--- src/include/nbcer_pkg.sv ---
package nbcer_pkg;
  // Width of the held word, one stored bit per data input
  localparam int NBCER_WIDTH = 9;
  // Value the stored word takes at reset and on clear
  localparam logic [NBCER_WIDTH-1:0] NBCER_ZERO_WORD = 9'h000;
  // Output enable pattern that floats every output
  localparam logic [NBCER_WIDTH-1:0] NBCER_FLOAT_ALL = 9'h1ff;
  // Flip-flops between a pin and the first logic that reads it
  localparam int NBCER_SYNC_STAGES = 2;
  // Sampled control pins, in the order they are packed for the synchroniser
  localparam int NBCER_CTL_LOAD_CLOCK = 0;
  localparam int NBCER_CTL_LOAD_GATE_N = 1;
  localparam int NBCER_CTL_ZERO_N = 2;
  localparam int NBCER_CTL_OUT_EN_N = 3;
  localparam int NBCER_CTL_COUNT = 4;
  // Idle pin levels loaded at reset: gate off, clear off, outputs floating
  localparam logic [NBCER_CTL_COUNT-1:0] NBCER_CTL_IDLE = 4'he;
endpackage

--- src/core/nbcer_sync.sv ---
module nbcer_sync #(
  parameter int WIDTH = 1,
  parameter logic [WIDTH-1:0] RESET_VALUE = '0
) (
  input wire logic clk,
  input wire logic rst_n,
  input wire logic [WIDTH-1:0] async_in,
  output logic [WIDTH-1:0] sync_out
);
  import nbcer_pkg::*;

  logic [WIDTH-1:0] meta_reg;
  logic [WIDTH-1:0] meta_next;
  logic [WIDTH-1:0] sync_reg;
  logic [WIDTH-1:0] sync_next;

  ////////////////////////////////////////////////////////////////////////////
  // Elaboration check
  if (WIDTH < 1) begin : g_bad_width
    $error("nbcer_sync needs a width of at least one");
  end

  ////////////////////////////////////////////////////////////////////////////
  // Two stages; the first is read by the second only, to let metastability
  // settle before any logic looks at the pin
  always_comb begin
    meta_next = async_in;
    sync_next = meta_reg;
  end

  always_ff @(posedge clk or negedge rst_n) begin
    if (!rst_n) begin
      meta_reg <= RESET_VALUE;
      sync_reg <= RESET_VALUE;
    end else begin
      meta_reg <= meta_next;
      sync_reg <= sync_next;
    end
  end

  assign sync_out = sync_reg;
endmodule

--- src/core/nbcer_core.sv ---
// Operation
// - Hold nine stored bits, nine three-state outputs.
// - Gate low: capture data on load clock rise.
// - Gate high: stored bits keep their values.
// - Clear low forces bits low, overrides loading.
// - Output enable high floats all nine outputs.
// - Output enable low drives true stored values.
module nbcer_core #(
  parameter int WIDTH = nbcer_pkg::NBCER_WIDTH
) (
  input wire logic CLK_SYS,
  input wire logic RST_N,
  input wire logic [WIDTH-1:0] DATA_IN,
  input wire logic LOAD_CLOCK,
  input wire logic LOAD_GATE_N,
  input wire logic ZERO_STORED_N,
  input wire logic OUT_EN_N,
  output logic [WIDTH-1:0] BUS_OUT,
  output logic [WIDTH-1:0] BUS_OUT_OE_N
);
  import nbcer_pkg::*;

  localparam int SYNC_W = WIDTH + NBCER_CTL_COUNT;

  logic [SYNC_W-1:0] pins_raw;
  logic [SYNC_W-1:0] pins_s;
  logic [WIDTH-1:0] data_s;
  logic load_clock_s;
  logic load_gate_n_s;
  logic zero_stored_n_s;
  logic out_en_n_s;
  logic clock_prev_reg;
  logic clock_prev_next;
  logic clock_rise;
  logic [WIDTH-1:0] stored_bit_reg;
  logic [WIDTH-1:0] stored_bit_next;
  logic [WIDTH-1:0] oe_n_reg;
  logic [WIDTH-1:0] oe_n_next;

  ////////////////////////////////////////////////////////////////////////////
  // Elaboration check: the word must fit the reset constants
  if (WIDTH < 1 || WIDTH > NBCER_WIDTH) begin : g_bad_width
    $error("nbcer_core width must lie between one and the held word width");
  end

  ////////////////////////////////////////////////////////////////////////////
  // Pin synchronisers; data shares the stages of the load clock so a word
  // and the edge that captures it stay aligned. Limitation: the load clock
  // must stay high and low for at least two system cycles each.
  assign pins_raw = {DATA_IN, OUT_EN_N, ZERO_STORED_N, LOAD_GATE_N,
                     LOAD_CLOCK};

  nbcer_sync #(
    .WIDTH(SYNC_W),
    .RESET_VALUE({NBCER_ZERO_WORD[WIDTH-1:0], NBCER_CTL_IDLE})
  ) u_sync (
    .clk(CLK_SYS),
    .rst_n(RST_N),
    .async_in(pins_raw),
    .sync_out(pins_s)
  );

  assign load_clock_s = pins_s[NBCER_CTL_LOAD_CLOCK];
  assign load_gate_n_s = pins_s[NBCER_CTL_LOAD_GATE_N];
  assign zero_stored_n_s = pins_s[NBCER_CTL_ZERO_N];
  assign out_en_n_s = pins_s[NBCER_CTL_OUT_EN_N];
  assign data_s = pins_s[SYNC_W-1:NBCER_CTL_COUNT];

  ////////////////////////////////////////////////////////////////////////////
  // Load clock edge detect, taken from the settled stage only
  always_comb begin
    clock_prev_next = load_clock_s;
  end

  always_ff @(posedge CLK_SYS or negedge RST_N) begin
    if (!RST_N) begin
      clock_prev_reg <= 1'b0;
    end else begin
      clock_prev_reg <= clock_prev_next;
    end
  end

  assign clock_rise = load_clock_s & ~clock_prev_reg;

  ////////////////////////////////////////////////////////////////////////////
  // Stored word: clear first, then gated load, else hold. The output
  // enable is deliberately absent here so floating never disturbs it.
  always_comb begin
    stored_bit_next = stored_bit_reg;
    if (!zero_stored_n_s) begin
      stored_bit_next = NBCER_ZERO_WORD[WIDTH-1:0];
    end else if (clock_rise && !load_gate_n_s) begin
      stored_bit_next = data_s;
    end
  end

  always_ff @(posedge CLK_SYS or negedge RST_N) begin
    if (!RST_N) begin
      stored_bit_reg <= NBCER_ZERO_WORD[WIDTH-1:0];
    end else begin
      stored_bit_reg <= stored_bit_next;
    end
  end

  ////////////////////////////////////////////////////////////////////////////
  // Output drivers; one enable per bit so the pad ring can split them
  always_comb begin
    oe_n_next = out_en_n_s ? NBCER_FLOAT_ALL[WIDTH-1:0]
                           : NBCER_ZERO_WORD[WIDTH-1:0];
  end

  always_ff @(posedge CLK_SYS or negedge RST_N) begin
    if (!RST_N) begin
      oe_n_reg <= NBCER_FLOAT_ALL[WIDTH-1:0];
    end else begin
      oe_n_reg <= oe_n_next;
    end
  end

  // Non-inverted data straight from the stored flops
  assign BUS_OUT = stored_bit_reg;
  assign BUS_OUT_OE_N = oe_n_reg;

  ////////////////////////////////////////////////////////////////////////////
  // Checks
  AST_LOAD_CAPTURE: assert property (
    @(posedge CLK_SYS) disable iff (!RST_N)
    clock_rise && !load_gate_n_s && zero_stored_n_s
    |=> stored_bit_reg == $past(data_s))
    else $error("stored word missed a gated load");

  AST_HOLD_GATED: assert property (
    @(posedge CLK_SYS) disable iff (!RST_N)
    load_gate_n_s && zero_stored_n_s |=> $stable(stored_bit_reg))
    else $error("stored word changed while the gate was off");

  AST_CLEAR_LOW: assert property (
    @(posedge CLK_SYS) disable iff (!RST_N)
    !zero_stored_n_s |=> stored_bit_reg == NBCER_ZERO_WORD[WIDTH-1:0])
    else $error("clear did not force the stored word low");

  AST_FLOAT_ALL: assert property (
    @(posedge CLK_SYS) disable iff (!RST_N)
    out_en_n_s |=> BUS_OUT_OE_N == NBCER_FLOAT_ALL[WIDTH-1:0])
    else $error("outputs not floated while disabled");

  AST_DRIVE_TRUE: assert property (
    @(posedge CLK_SYS) disable iff (!RST_N)
    !out_en_n_s ##1 !out_en_n_s
    |-> BUS_OUT_OE_N == NBCER_ZERO_WORD[WIDTH-1:0]
        && BUS_OUT == stored_bit_reg)
    else $error("outputs not driving the stored word");

  AST_NO_EDGE_NO_CHANGE: assert property (
    @(posedge CLK_SYS) disable iff (!RST_N)
    !clock_rise && zero_stored_n_s |=> stored_bit_reg == $past(BUS_OUT))
    else $error("stored word changed without a load edge");

  AST_OE_INDEPENDENT: assert property (
    @(posedge CLK_SYS) disable iff (!RST_N)
    $changed(out_en_n_s) && load_gate_n_s && zero_stored_n_s
    |=> $stable(stored_bit_reg))
    else $error("output enable disturbed the stored word");

  // Enabled outputs must start driving one cycle after the settled pin
  AST_DRIVE_ENABLE: assert property (
    @(posedge CLK_SYS) disable iff (!RST_N)
    !out_en_n_s |=> BUS_OUT_OE_N == NBCER_ZERO_WORD[WIDTH-1:0])
    else $error("outputs not enabled after the enable pin fell");

  // A split enable would leave some outputs driving while others float
  AST_OE_ALL_EQUAL: assert property (
    @(posedge CLK_SYS) disable iff (!RST_N)
    BUS_OUT_OE_N == NBCER_FLOAT_ALL[WIDTH-1:0]
    || BUS_OUT_OE_N == NBCER_ZERO_WORD[WIDTH-1:0])
    else $error("output enables disagree between bits");

  // Each settled enable change must reach the drivers a cycle later
  AST_OE_FOLLOWS_PIN: assert property (
    @(posedge CLK_SYS) disable iff (!RST_N)
    $changed(out_en_n_s) |=> $changed(BUS_OUT_OE_N))
    else $error("output enable change did not reach the drivers");

  // Clear wins even when a gated load edge lands in the same cycle
  AST_CLEAR_BEATS_LOAD: assert property (
    @(posedge CLK_SYS) disable iff (!RST_N)
    !zero_stored_n_s && clock_rise && !load_gate_n_s
    |=> stored_bit_reg == NBCER_ZERO_WORD[WIDTH-1:0])
    else $error("a load edge overrode the clear");

  // An edge that arrives with the gate off must be ignored
  AST_GATE_BLOCKS_EDGE: assert property (
    @(posedge CLK_SYS) disable iff (!RST_N)
    clock_rise && load_gate_n_s && zero_stored_n_s
    |=> $stable(stored_bit_reg))
    else $error("an ungated load edge changed the stored word");

  // A held-high load clock must not be seen as a second rise
  AST_RISE_SINGLE: assert property (
    @(posedge CLK_SYS) disable iff (!RST_N)
    clock_rise |=> !clock_rise)
    else $error("load clock rise detected twice in a row");

  // The word may change only through a clear or a gated load edge
  AST_CHANGE_NEEDS_CAUSE: assert property (
    @(posedge CLK_SYS) disable iff (!RST_N)
    $changed(stored_bit_reg)
    |-> !$past(zero_stored_n_s)
        || ($past(clock_rise) && !$past(load_gate_n_s)))
    else $error("stored word changed with no clear and no load");
endmodule

--- config.mk ---
export PLATFORM = sky130hd
export DESIGN_NAME = nbcer_core
export DESIGN_NICKNAME = d
export VERILOG_FILES = /design/src/include/nbcer_pkg.sv /design/src/core/nbcer_sync.sv /design/src/core/nbcer_core.sv
export SDC_FILE = /design/constraint.sdc
export NUM_CORES = 1
export LEC_CHECK = 0
export ABC_AREA = 0
export BUFFER_PORTS_ARGS = -buffer_cell sky130_fd_sc_hd__buf_2
export CAP_MARGIN = 20
export CORE_MARGIN = 1
export CORE_UTILIZATION = 53
export DETAILED_ROUTE_END_ITERATION = 8
export HOLD_SLACK_MARGIN = 0.08
export PLACE_DENSITY = 0.91
export SLEW_MARGIN = 20
export SYNTH_ARGS = -nofsm -noshare
export SYNTH_HDL_FRONTEND = slang
export SYNTH_HIERARCHICAL = 1
export SYNTH_SLANG_ARGS = --single-unit
export TNS_END_PERCENT = 50
--- constraint.sdc ---
create_clock -name CLK_SYS -period 3.1 [get_ports CLK_SYS]
set_clock_uncertainty 0.15 [all_clocks]
set_input_delay 0.155 -clock CLK_SYS [delete_from_list [all_inputs] [get_ports CLK_SYS]]
set_output_delay 0.155 -clock CLK_SYS [all_outputs]
set_load 0.03 [all_outputs]
==> out/results.tsv <==
metric	value	unit
Placed Cells	124	
# hold bufs at CTS	14	
CTS Buf Count	5	
Mapped Area	1190	µm²
I/O Buffers	32	
site row count	16	
max-slew violations	0	
element type at the critical path end	register	
GRT overflow	0	
Worst EP required	3190	ps
worst slew pin tran	865	ps
Die ar.	2450	µm²
clk root buf	clkbuf_4	
Tcrit/Tclk final	0.522	
pwr dens	606	nW/µm²
chip height	49.5	µm
routability cong.	0.701	
pre-CTS WS	1500	ps
CTS tree	built	
synth warn	6	
Routed WL	1620	µm
maximum vdd drop	0.531	mV
critical path class	reg2reg	
die width	49.5	µm
gr usage total	0.156	
Clock transition at path regs	100	ps
Worst path top cell family by delay	simple AND/OR/NAND/NOR gates	
remaining antenna violation count after routing	0	
highest clock rate	618	MHz
final worst slack	1480	ps
post_cts resized	0	
Clock power frac	0.362	
TritonRoute pass-1 iters	3	
Final Hold Fails	0	
Max FO, Critical Path	9	
buffer levels on the longest clock path	2	
worst skew pair latency	310	ps
DR vias/cell	4.34	
P_leak	0.000740	µW
Netlist cell types	7	
CP peak stage delay	720	ps
Avg WL per Cell	11.1	µm
Switching Fraction	0.212	
min Tclk post-route	1620	ps
Post-Synth XOR/XNOR Area	0	
simple-gate share of the synthesized area	0.0670	
outcome	complete, no violations	
Seq pwr share	0.561	
layout cells sized above 1	0.403	
RSZ-0062 raised after global routing	false	
Syn Area/Cell	15.7	µm²
max_cap viols	0	
first-pass GRT wire length	2640	µm
Hold/Removal Path Class	reg2reg	
post-route insts no fill	146	
postcts setup bufs	0	
main combinational cell family by area after synthesis	buffers and inverters	
Seq/Total Area, Yosys	0.782	
internal power	730	µW
antenna cells	0	
post-synthesis adder-cell area fraction	0	
initial drt markers	2	
Rel. slew slack	0.421	
vias in the first global route	581	
Post-route DRC	0	
antenna violations before repair	0	
total negative slack	0	ps
Critical Path AT	1710	ps
layout net count	133	
Logic pwr share	0.077	
Psw	196	µW
starting density of the core	0.585	
slowest CP cell	nor3b_2	
Area Growth Syn to Fin	27.9	%
Startpoint Class	register	
TritonCTS Sinks	37	
I/O pin cnt	33	
Synth Net Count	91	
Synth Area in Compound Gates	0	
CP bufs+invs	0	
Placeable Area	2040	µm²
Yosys reg bits	37	
mux contribution to synthesized area	0.0754	
Synth Instances	76	
routed via count	634	
Finish-stage setup viols	0	
largest net degree at the start of global routing	38	
CTS H-Tree Depth	2	
crit-path cells	nor3b_2, mux2i_1	
routing by layer:
layer,vias to the layer above,part of all wire,global-route usage
met2,25,0.50,0.240
met5,-,0,0
met4,0,0.0093,0.0714
li1,313,-,-
met1,294,0.44,0.195
met3,2,0.056,0.0648
through the flow:
stage / instance area [µm²] / util / power [µW] / hold WS (ps)
3_3_place_gp: 1300 / 0.636 / 584 / 92.3
2_1_floorplan: 1190 / - / 568 / -291
6_report: 1530 / 0.748 / 926 / 207
5_1_grt: 1530 / 0.748 / 965 / 219
4_1_cts: 1530 / 0.748 / 932 / 209
3_5_place_dp: 1300 / 0.636 / 587 / 104
worst paths after layout:
kind	startpoint	endpoint	slack, ps	cells after the start
min reg2reg	u_sync/meta_reg[9]	u_sync/sync_out[9]	210	0
min in group asynchronous	RST_N	BUS_OUT[8]	290	2
min	u_sync/meta_reg[9]	u_sync/sync_out[9]	210	0
max	clock_prev_reg	BUS_OUT[0]	1480	2
max in group asynchronous	RST_N	u_sync/sync_out[0]	2040	2
max reg2reg	clock_prev_reg	BUS_OUT[0]	1480	2
worst register-to-register path, cell delays in order (launching register included):
cell and delay (ps):
dfrtp_1 390, nor3b_2 720, mux2i_1 280
cell usage in the layout (no fill, tap or decap), types with 5 or more instances in the layout:
cell           instances
dfrtp_1               30
buf_2                 32
dfstp_2                7
dlygate4sd3_1         14
clkbuf_4               5
nand2_1               18
mux2i_1                9
Yosys cell counts:
master,number,area share
nor3b_2,1,0.010
dfstp_2,7,0.15
buf_6,2,0.019
nand2_1,18,0.057
buf_4,9,0.057
dfrtp_1,30,0.63
mux2i_1,9,0.075
power groups by stage:
stage          clock, µW  sequential [µW]  combinational, µW
6_report             335              519               71.5
5_1_grt              365              522               77.6
4_1_cts              341              519               71.8
3_5_place_dp           0              528               58.4
3_3_place_gp           0              527               56.9
2_1_floorplan          0              534               33.9
cells by family after synthesis:
logic type             count (synthesis)
and+or+nand+nor                       19
muxes                                  9
buffers and inverters                 11
DFF                                   37
area by class of cell:
type,instances,area [µm²]
clock buffers,6,51.3
clock inverters,2,37.5
fillers,137,514
multi-input cells,28,170
flip-flops and latches,37,935
well taps,27,33.8
repair buffers,46,300
(Power assumes the default switching activity.)
